==> src/pic_pkg.sv <==
// Package with constants and types for the priority interrupt controller
package pic_pkg;

  localparam int NUM_SRC = 128;
  localparam int SRC_W = 7;
  localparam int LVL_W = 3;
  localparam int NUM_W = 8;
  localparam int WAKE_LIMIT = 96;

  localparam logic [11:0] CTRL_BASE_OFF = 12'h000;
  localparam logic [11:0] CTRL_END_OFF = 12'h200;
  localparam logic [11:0] FLAG_OFF = 12'h200;
  localparam logic [11:0] VBASE_OFF = 12'h204;
  localparam logic [11:0] WAKE_A_OFF = 12'h208;
  localparam logic [11:0] WAKE_B_OFF = 12'h20c;
  localparam logic [11:0] STAT_OFF = 12'h210;

  localparam int CTRL_LVL_LSB = 0;
  localparam int CTRL_PEND_BIT = 3;
  localparam int FLAG_GIE_BIT = 0;
  localparam int FLAG_PPL_LSB = 4;
  localparam int WAKE_LVL_LSB = 0;
  localparam int WAKE_FAST_BIT = 3;
  localparam int WAKE_DMA_BIT = 4;
  localparam int STAT_LVL_LSB = 8;
  localparam int STAT_VALID_BIT = 11;

  localparam logic [2:0] PPL_RST = 3'h0;
  localparam logic [2:0] LVL_RST = 3'h0;
  localparam logic [2:0] LVL_TOP = 3'h7;
  localparam logic [2:0] LVL_OFF = 3'h0;
  localparam logic [4:0] WAKE_RST = 5'h00;
  localparam logic [31:0] VBASE_RST = 32'h0000_0000;

  typedef enum logic [3:0] {
    BUS_IDLE = 4'b0001,
    BUS_WRITE = 4'b0010,
    BUS_READ = 4'b0100,
    BUS_DONE = 4'b1000
  } pic_bus_e;

endpackage

==> src/pic_resolver.sv <==
// Priority resolver picking the highest-level eligible source
`timescale 1ns/1ps
module pic_resolver (
  input wire logic [pic_pkg::NUM_SRC-1:0] elig_in,
  input wire logic [pic_pkg::NUM_SRC*pic_pkg::LVL_W-1:0] lvl_in,
  output logic valid_out,
  output logic [pic_pkg::SRC_W-1:0] num_out,
  output logic [pic_pkg::LVL_W-1:0] lvl_out
);

  logic [pic_pkg::LVL_W-1:0] cur;

  // Higher level wins; on equal level the lower source index wins
  always_comb begin
    valid_out = 1'b0;
    num_out = '0;
    lvl_out = '0;
    cur = '0;
    for (int i = pic_pkg::NUM_SRC - 1; i >= 0; i--) begin
      cur = lvl_in[i*pic_pkg::LVL_W +: pic_pkg::LVL_W];
      if (elig_in[i] && (!valid_out || cur >= lvl_out)) begin
        valid_out = 1'b1;
        num_out = pic_pkg::SRC_W'(i);
        lvl_out = cur;
      end
    end
  end

endmodule

==> src/pic_top.sv <==
// Priority interrupt controller with AHB-Lite register access
`timescale 1ns/1ps
module pic_top (
  input wire logic CORE_CLK_IN,
  input wire logic RST_IN,
  input wire logic CLK_EN_IN,
  input wire logic HSEL_IN,
  input wire logic [31:0] HADDR_IN,
  input wire logic [1:0] HTRANS_IN,
  input wire logic HWRITE_IN,
  input wire logic [2:0] HSIZE_IN,
  input wire logic [31:0] HWDATA_IN,
  input wire logic HREADY_IN,
  output logic [31:0] HRDATA_OUT,
  output logic HREADYOUT_OUT,
  output logic HRESP_OUT,
  input wire logic [pic_pkg::NUM_SRC-1:0] SRC_REQ_IN,
  input wire logic SW_INT_IN,
  input wire logic [pic_pkg::NUM_W-1:0] SW_INT_NUM_IN,
  input wire logic SPECIAL_REQ_IN,
  input wire logic ACK_IN,
  input wire logic DMA_ACK_IN,
  output logic IRQ_OUT,
  output logic [pic_pkg::NUM_W-1:0] IRQ_NUM_OUT,
  output logic [pic_pkg::LVL_W-1:0] IRQ_LEVEL_OUT,
  output logic [31:0] IRQ_VECTOR_OUT,
  output logic FAST_IRQ_OUT,
  output logic SW_TAKE_OUT,
  output logic [31:0] SW_VECTOR_OUT,
  output logic SPECIAL_TAKE_OUT,
  output logic DMA_REQ_OUT,
  output logic [pic_pkg::NUM_W-1:0] DMA_NUM_OUT,
  output logic WAKE_OUT
);

  localparam int N = pic_pkg::NUM_SRC;
  localparam int LW = pic_pkg::LVL_W;

  pic_pkg::pic_bus_e bus_q, bus_d;
  logic [11:0] addr_q, addr_d;
  logic [31:0] hrdata_q, hrdata_d;
  logic addr_take;

  logic [LW-1:0] lvl_q [N];
  logic [LW-1:0] lvl_d [N];
  logic [N-1:0] pend_q, pend_d;
  logic gie_q, gie_d;
  logic [LW-1:0] ppl_q, ppl_d;
  logic [31:0] vbase_q, vbase_d;
  logic [4:0] wake_a_q, wake_a_d;
  logic [4:0] wake_b_q, wake_b_d;

  logic irq_q, irq_d;
  logic [pic_pkg::SRC_W-1:0] irq_num_q, irq_num_d;
  logic [LW-1:0] irq_lvl_q, irq_lvl_d;
  logic [31:0] irq_vec_q, irq_vec_d;
  logic fast_q, fast_d;
  logic sw_q, sw_d;
  logic [31:0] sw_vec_q, sw_vec_d;
  logic spec_q, spec_d;
  logic dma_q, dma_d;
  logic [pic_pkg::SRC_W-1:0] dma_num_q, dma_num_d;
  logic wake_q, wake_d;

  logic [N-1:0] cpu_elig, dma_elig;
  logic [N*LW-1:0] lvl_flat;
  logic cpu_valid, dma_valid;
  logic [pic_pkg::SRC_W-1:0] cpu_num, dma_num;
  logic [LW-1:0] cpu_lvl, dma_lvl;
  logic fast_sel, dma_sel;
  logic ack_take, dma_ack_take;

  // Vector entry address for an interrupt number
  function automatic logic [31:0] vec_addr(input logic [31:0] base,
                                           input logic [pic_pkg::NUM_W-1:0] num);
    vec_addr = base + {22'h000000, num, 2'b00};
  endfunction

  assign fast_sel = wake_a_q[pic_pkg::WAKE_FAST_BIT];
  assign dma_sel = wake_a_q[pic_pkg::WAKE_DMA_BIT];
  assign ack_take = ACK_IN && irq_q;
  assign dma_ack_take = DMA_ACK_IN && dma_q;

  // Eligibility for the processor and for the DMA handoff
  always_comb begin
    for (int i = 0; i < N; i++) begin
      lvl_flat[i*LW +: LW] = lvl_q[i];
      cpu_elig[i] = gie_q && !dma_sel && pend_q[i] &&
                    (lvl_q[i] > ppl_q);
      dma_elig[i] = dma_sel && pend_q[i] && (lvl_q[i] != pic_pkg::LVL_OFF);
    end
  end

  pic_resolver u_cpu_res (
    .elig_in(cpu_elig),
    .lvl_in(lvl_flat),
    .valid_out(cpu_valid),
    .num_out(cpu_num),
    .lvl_out(cpu_lvl)
  );

  pic_resolver u_dma_res (
    .elig_in(dma_elig),
    .lvl_in(lvl_flat),
    .valid_out(dma_valid),
    .num_out(dma_num),
    .lvl_out(dma_lvl)
  );

  // AHB-Lite slave: writes zero-wait, reads with one wait state
  assign addr_take = HSEL_IN && HTRANS_IN[1] && HREADY_IN;

  always_comb begin
    bus_d = bus_q;
    addr_d = addr_q;
    hrdata_d = hrdata_q;
    case (bus_q)
      pic_pkg::BUS_READ: begin
        hrdata_d = 32'h0000_0000;
        if (addr_q < pic_pkg::CTRL_END_OFF) begin
          hrdata_d[pic_pkg::CTRL_PEND_BIT] = pend_q[addr_q[8:2]];
          hrdata_d[pic_pkg::CTRL_LVL_LSB +: LW] = lvl_q[addr_q[8:2]];
        end else if (addr_q == pic_pkg::FLAG_OFF) begin
          hrdata_d[pic_pkg::FLAG_GIE_BIT] = gie_q;
          hrdata_d[pic_pkg::FLAG_PPL_LSB +: LW] = ppl_q;
        end else if (addr_q == pic_pkg::VBASE_OFF) begin
          hrdata_d = vbase_q;
        end else if (addr_q == pic_pkg::WAKE_A_OFF) begin
          hrdata_d[4:0] = wake_a_q;
        end else if (addr_q == pic_pkg::WAKE_B_OFF) begin
          hrdata_d[4:0] = wake_b_q;
        end else if (addr_q == pic_pkg::STAT_OFF) begin
          hrdata_d[pic_pkg::SRC_W-1:0] = irq_num_q;
          hrdata_d[pic_pkg::STAT_LVL_LSB +: LW] = irq_lvl_q;
          hrdata_d[pic_pkg::STAT_VALID_BIT] = irq_q;
        end
        bus_d = pic_pkg::BUS_DONE;
      end
      pic_pkg::BUS_IDLE, pic_pkg::BUS_WRITE, pic_pkg::BUS_DONE: begin
        if (addr_take) begin
          addr_d = HADDR_IN[11:0];
          bus_d = HWRITE_IN ? pic_pkg::BUS_WRITE : pic_pkg::BUS_READ;
        end else begin
          bus_d = pic_pkg::BUS_IDLE;
        end
      end
      default: begin
        bus_d = pic_pkg::BUS_IDLE;
      end
    endcase
  end

  assign HREADYOUT_OUT = (bus_q != pic_pkg::BUS_READ);
  assign HRESP_OUT = 1'b0;
  assign HRDATA_OUT = hrdata_q;

  // Register state, pending flags and processor-facing outputs
  always_comb begin
    gie_d = gie_q;
    ppl_d = ppl_q;
    vbase_d = vbase_q;
    wake_a_d = wake_a_q;
    wake_b_d = wake_b_q;
    pend_d = pend_q;
    for (int i = 0; i < N; i++) begin
      lvl_d[i] = lvl_q[i];
    end
    if (bus_q == pic_pkg::BUS_WRITE) begin
      if (addr_q < pic_pkg::CTRL_END_OFF) begin
        lvl_d[addr_q[8:2]] = HWDATA_IN[pic_pkg::CTRL_LVL_LSB +: LW];
        pend_d[addr_q[8:2]] = pend_q[addr_q[8:2]] &&
                              HWDATA_IN[pic_pkg::CTRL_PEND_BIT];
      end else if (addr_q == pic_pkg::FLAG_OFF) begin
        gie_d = HWDATA_IN[pic_pkg::FLAG_GIE_BIT];
        ppl_d = HWDATA_IN[pic_pkg::FLAG_PPL_LSB +: LW];
      end else if (addr_q == pic_pkg::VBASE_OFF) begin
        vbase_d = HWDATA_IN;
      end else if (addr_q == pic_pkg::WAKE_A_OFF) begin
        wake_a_d = HWDATA_IN[4:0];
      end else if (addr_q == pic_pkg::WAKE_B_OFF) begin
        wake_b_d = HWDATA_IN[4:0];
      end
    end
    if (ack_take) begin
      pend_d[irq_num_q] = 1'b0;
      ppl_d = irq_lvl_q;
    end
    if (dma_ack_take) begin
      pend_d[dma_num_q] = 1'b0;
    end
    // A new request beats any clear in the same cycle
    pend_d = pend_d | SRC_REQ_IN;

    irq_d = cpu_valid && !ack_take;
    irq_num_d = cpu_num;
    irq_lvl_d = cpu_lvl;
    irq_vec_d = vec_addr(vbase_q, {1'b0, cpu_num});
    fast_d = cpu_valid && !ack_take && fast_sel && (cpu_lvl == pic_pkg::LVL_TOP);
    dma_d = dma_valid && !dma_ack_take;
    dma_num_d = dma_num;
    sw_d = SW_INT_IN;
    sw_vec_d = SW_INT_IN ? vec_addr(vbase_q, SW_INT_NUM_IN) : sw_vec_q;
    spec_d = SPECIAL_REQ_IN;
    wake_d = 1'b0;
    for (int i = 0; i < pic_pkg::WAKE_LIMIT; i++) begin
      if (pend_q[i] && lvl_q[i] > wake_a_q[pic_pkg::WAKE_LVL_LSB +: LW]) begin
        wake_d = 1'b1;
      end
    end
  end

  always_ff @(posedge CORE_CLK_IN or posedge RST_IN) begin
    if (RST_IN) begin
      bus_q <= pic_pkg::BUS_IDLE;
      addr_q <= 12'h000;
      hrdata_q <= 32'h0000_0000;
      gie_q <= 1'b0;
      ppl_q <= pic_pkg::PPL_RST;
      vbase_q <= pic_pkg::VBASE_RST;
      wake_a_q <= pic_pkg::WAKE_RST;
      wake_b_q <= pic_pkg::WAKE_RST;
      pend_q <= '0;
      for (int i = 0; i < N; i++) begin
        lvl_q[i] <= pic_pkg::LVL_RST;
      end
      irq_q <= 1'b0;
      irq_num_q <= '0;
      irq_lvl_q <= '0;
      irq_vec_q <= 32'h0000_0000;
      fast_q <= 1'b0;
      dma_q <= 1'b0;
      dma_num_q <= '0;
      sw_q <= 1'b0;
      sw_vec_q <= 32'h0000_0000;
      spec_q <= 1'b0;
      wake_q <= 1'b0;
    end else if (CLK_EN_IN) begin
      bus_q <= bus_d;
      addr_q <= addr_d;
      hrdata_q <= hrdata_d;
      gie_q <= gie_d;
      ppl_q <= ppl_d;
      vbase_q <= vbase_d;
      wake_a_q <= wake_a_d;
      wake_b_q <= wake_b_d;
      pend_q <= pend_d;
      for (int i = 0; i < N; i++) begin
        lvl_q[i] <= lvl_d[i];
      end
      irq_q <= irq_d;
      irq_num_q <= irq_num_d;
      irq_lvl_q <= irq_lvl_d;
      irq_vec_q <= irq_vec_d;
      fast_q <= fast_d;
      dma_q <= dma_d;
      dma_num_q <= dma_num_d;
      sw_q <= sw_d;
      sw_vec_q <= sw_vec_d;
      spec_q <= spec_d;
      wake_q <= wake_d;
    end
  end

  assign IRQ_OUT = irq_q;
  assign IRQ_NUM_OUT = {1'b0, irq_num_q};
  assign IRQ_LEVEL_OUT = irq_lvl_q;
  assign IRQ_VECTOR_OUT = irq_vec_q;
  assign FAST_IRQ_OUT = fast_q;
  assign SW_TAKE_OUT = sw_q;
  assign SW_VECTOR_OUT = sw_vec_q;
  assign SPECIAL_TAKE_OUT = spec_q;
  assign DMA_REQ_OUT = dma_q;
  assign DMA_NUM_OUT = {1'b0, dma_num_q};
  assign WAKE_OUT = wake_q;

  grant_enable_a: assert property (@(posedge CORE_CLK_IN) disable iff (RST_IN)
    irq_q && $past(CLK_EN_IN) |-> $past(gie_q) && !$past(dma_sel))
    else $error("Request granted without enable");
  grant_level_a: assert property (@(posedge CORE_CLK_IN) disable iff (RST_IN)
    irq_q && $past(CLK_EN_IN) && !$past(ack_take) |-> irq_lvl_q > $past(ppl_q))
    else $error("Granted level not above priority");
  ppl_top_a: assert property (@(posedge CORE_CLK_IN) disable iff (RST_IN)
    CLK_EN_IN && ppl_q == 3'h7 |=> !irq_q)
    else $error("Request granted at top priority");
  zero_level_a: assert property (@(posedge CORE_CLK_IN) disable iff (RST_IN)
    irq_q || dma_q |-> irq_lvl_q != 3'h0 || !irq_q)
    else $error("Level zero source granted");
  ack_ppl_a: assert property (@(posedge CORE_CLK_IN) disable iff (RST_IN)
    CLK_EN_IN && ACK_IN && irq_q |=> ppl_q == $past(irq_lvl_q) && !irq_q)
    else $error("Priority not loaded on acknowledge");
  ack_clear_a: assert property (@(posedge CORE_CLK_IN) disable iff (RST_IN)
    CLK_EN_IN && ACK_IN && irq_q && !SRC_REQ_IN[irq_num_q] |=> !pend_q[$past(irq_num_q)])
    else $error("Pending not cleared on acknowledge");
  req_set_a: assert property (@(posedge CORE_CLK_IN) disable iff (RST_IN)
    CLK_EN_IN && SRC_REQ_IN[0] |=> pend_q[0] ##1 (pend_q[0] || !$past(CLK_EN_IN) ||
    $past(ack_take) || $past(dma_ack_take) || $past(bus_q == pic_pkg::BUS_WRITE)))
    else $error("Request lost");
  sw_vec_a: assert property (@(posedge CORE_CLK_IN) disable iff (RST_IN)
    CLK_EN_IN && SW_INT_IN |=> sw_q && SW_VECTOR_OUT == $past(vbase_q) +
    {22'h000000, $past(SW_INT_NUM_IN), 2'b00})
    else $error("Software vector address wrong");
  fast_sel_a: assert property (@(posedge CORE_CLK_IN) disable iff (RST_IN)
    FAST_IRQ_OUT |-> irq_q && irq_lvl_q == 3'h7)
    else $error("Fast interrupt below level seven");

endmodule

==> config.mk <==
export PLATFORM = sky130hd
export DESIGN_NAME = pic_top
export DESIGN_NICKNAME = d
export VERILOG_FILES = /design/src/pic_pkg.sv /design/src/pic_resolver.sv /design/src/pic_top.sv
export SDC_FILE = /design/constraint.sdc
export NUM_CORES = 2
export LEC_CHECK = 0
export BUFFER_PORTS_ARGS = -buffer_cell sky130_fd_sc_hd__buf_2
export CAP_MARGIN = 20
export CORE_UTILIZATION = 30
export DETAILED_ROUTE_END_ITERATION = 6
export PLACE_DENSITY = 0.44
export SYNTH_ARGS = -nofsm -noshare
export SYNTH_HDL_FRONTEND = slang
export SYNTH_SLANG_ARGS = --single-unit
==> constraint.sdc <==
create_clock -name CORE_CLK_IN -period 465.7 [get_ports CORE_CLK_IN]
set_input_delay 23.285 -clock CORE_CLK_IN [delete_from_list [all_inputs] [get_ports CORE_CLK_IN]]
set_output_delay 23.285 -clock CORE_CLK_IN [all_outputs]
set_load 0.02 [all_outputs]
==> qor.csv <==
metric;value;unit
die area;301300;sq um
buffer depth of the longest clock path;3;
measured slew at the worst slew-check pin;1.308;ns
Critical Path Max Stage Delay;0.95;ns
Post-Route Setup TNS;0;ns
Setup WS pre-CTS;262.72;ns
hold_ws;0.4697;ns
vias in the first global route;87390;
Slew Limit Fails;0;
CTS tree;built;
synthesized cell area;89720;sq um
drt first-iter violations;7763;
final setup fails;0;
post-synthesis sequential area ratio;19.33;%
Peak VDD IR;0.002762;mV
Post-layout nets;12560;
Max-slew headroom;12.41;%
PD cells;2.165;nW/um^2
ys async rst share;100.0;%
Finished Layout Cells;15050;
WL final;435800;um
Cell Area, Placed;95850;sq um
initial core utilization;30.18;%
LEAKAGE;42.78;nW
final hold violation count;0;
CP Launch Type;flop;
Yosys top cell by area;dfrtp_1;
top_reg_cell synth;dfrtp_1;
Hold Crit Class;flop to flop;
status;finished with violations;
CTS Root Cell;clkbuf_16;
final worst slack;259.05;ns
Routed met1 length;184800;um
Vias/cell;6.018;
Syn-to-layout area delta;10.84;%
Post-CTS Setup Inserts;0;
post-layout util;33.45;%
remaining antenna violation count;0;
WL met2;194000;um
crit path max fanout;52;
met3 wire len;27690;um
Distinct cells, synth;163;
number of port buffers;310;
slowest cell on the critical path;a2111oi_0;
H-Tree Depth;3;
die width;548.9;um
Post-Layout Inst Area;99450;sq um
Core Area;297300;sq um
Remaining DRCs;6;
period utilization;44.37;%
min Tclk post-route;206.65;ns
clk_skew;0.08603;ns
via count;90590;
synth warn;0;
first-pass GRT wire length;626100;um
violated checks;design-rule violations;
largest net degree at the start of global routing;114;
initial antenna violation count;50;
top cells by area, synth;dfrtp_1, ha_1, mux2_2;
routability cong.;0.9703;
Mapped Cells;10820;
post-synthesis register bit count;693;
CP most frequent cell;ha_1;
FP Rows;200;
count leader, synth;ha_1;
Arrival @ worst endpoint;207.31;ns
max-cap violations;0;
layout cells sized above 1;13.63;%
CTS resizes;0;
syn avg cell area;8.294;sq um
Final HPWL DP;336200;um
data required time of the critical path;466.36;ns
number of synthesized flops with an enable pin;0;
Yosys top cell area share;19.30;%
Placed Cells incl. Taps;14850;
total track usage;28.11;%
DR top layer;met5;
CTS Buf Count;92;
post-DR wirelength/cell;28.95;um
most frequent cells after synthesis;ha_1, nand2_1, nor2_1, o21ai_0, dfrtp_1;
Pre-antenna DRT Iters;7;
clk sinks;693;
total grt overflow;0;
critical path type;flop to flop;
Worst setup EP type;flop;
max frequency;4.839;MHz
RSZ-0062 raised after global routing;no;
total power;0.2153;mW
hold_buf cts;0;
Clock Pin Slew Worst Setup and Hold Paths;0.06;ns
clk_lat worst skew;0.81;ns
Die H;548.9;um
IO Count;338;
final cells by class:
class / count / area (sq um)
multi-input combinational: 9160 / 68550
timing repair buffer: 450 / 2826
tap: 3939 / 4928
inverter: 615 / 2333
sequential: 693 / 17370
fill: 31260 / 197800
antenna: 26 / 65.06
clock inverter: 48 / 817.0
clock buffer: 121 / 2561
flip-flops by register name, summed over array words and instances, names as in the netlist, 3 cells and up:
register and count:
vbase_q 32, HRDATA_OUT 32, ppl_q 3, bus_q 4, IRQ_VECTOR_OUT 32, irq_num_q 7, wake_b_q 5, addr_q 12
IRQ_LEVEL_OUT 3, dma_num_q 7, SW_VECTOR_OUT 32, wake_a_q 5, lvl_flat 384, pend_q 128
where the power goes:
part	internal [mW]	switching (mW)	total [mW]
logic	0.0240	0.0451	0.0692
clock network	0.0476	0.0340	0.0815
registers	0.0611	0.00345	0.0645
total	0.133	0.0825	0.215
layer usage:
metal / vias up / global-route usage (%)
met3: 839 / 4.960
met4: 32 / 16.33
met2: 3345 / 44.70
met5: - / 0
met1: 45080 / 35.67
li1: 41300 / -
kinds of logic after synthesis:
logic type | after synthesis | share of synthesized area [%]
simple gates | 3703 | 20.54
compound gates | 3330 | 25.44
fa+ha+maj | 1370 | 19.01
buf+inv | 967 | 4.358
mux | 698 | 10.77
flops | 693 | 19.33
xor+xnor | 56 | 0.5466
other cells | 1 | 0.004180
worst max-delay path: cells and delay by family (launching register included):
family,cells,cell delay [ns]
AOI/OAI and AO/OA,360,95.57
xor gates and xnor gates,1,0.18
adders and majority gates,159,45.34
buffers and inverters,34,3.02
DFF,1,0.74
muxes,23,8.53
and+or+nand+nor,291,49.45
cell usage in the layout, fill, tap and decap left out, types with 35 or more instances in the layout:
master        n
ha_1       1328
nand2_1    1016
nor2_1      745
o21ai_0     739
dfrtp_1     685
a21oi_1     655
inv_1       608
mux2_2      453
nor2b_1     380
nand3_1     380
nand2b_1    341
buf_2       306
o21a_1      256
nor3_1      237
mux4_2      168
o211ai_1    156
a21o_1      154
o22ai_1     150
buf_4       125
and2_1      124
o311a_1     108
a31oi_1      96
clkbuf_16    92
nand4_1      83
o31ai_1      82
o311ai_0     82
a311oi_1     80
o31a_1       80
mux2i_1      75
a211oi_1     74
or2_2        62
and3_1       53
o2111ai_1    48
a21boi_0     46
o21bai_1     43
nor4_1       42
or3_1        40
maj3_1       40
a22o_1       36
and4_1       35
final timing paths:
path | startpoint | endpoint | slack (ns) | cells after the start
max | wake_a_q[4] | IRQ_VECTOR_OUT[31] | 259.05 | 868
min reg2reg | HRDATA_OUT[9] | HRDATA_OUT[9] | 0.47 | 2
min in group asynchronous | RST_IN | vbase_q[18] | 22.61 | 2
max reg2reg | wake_a_q[4] | IRQ_VECTOR_OUT[31] | 259.05 | 882
max in group asynchronous | RST_IN | lvl_flat[360] | 439.61 | 7
min | HRDATA_OUT[9] | HRDATA_OUT[9] | 0.47 | 2
Note: power is estimated with default switching activity, not from simulation.
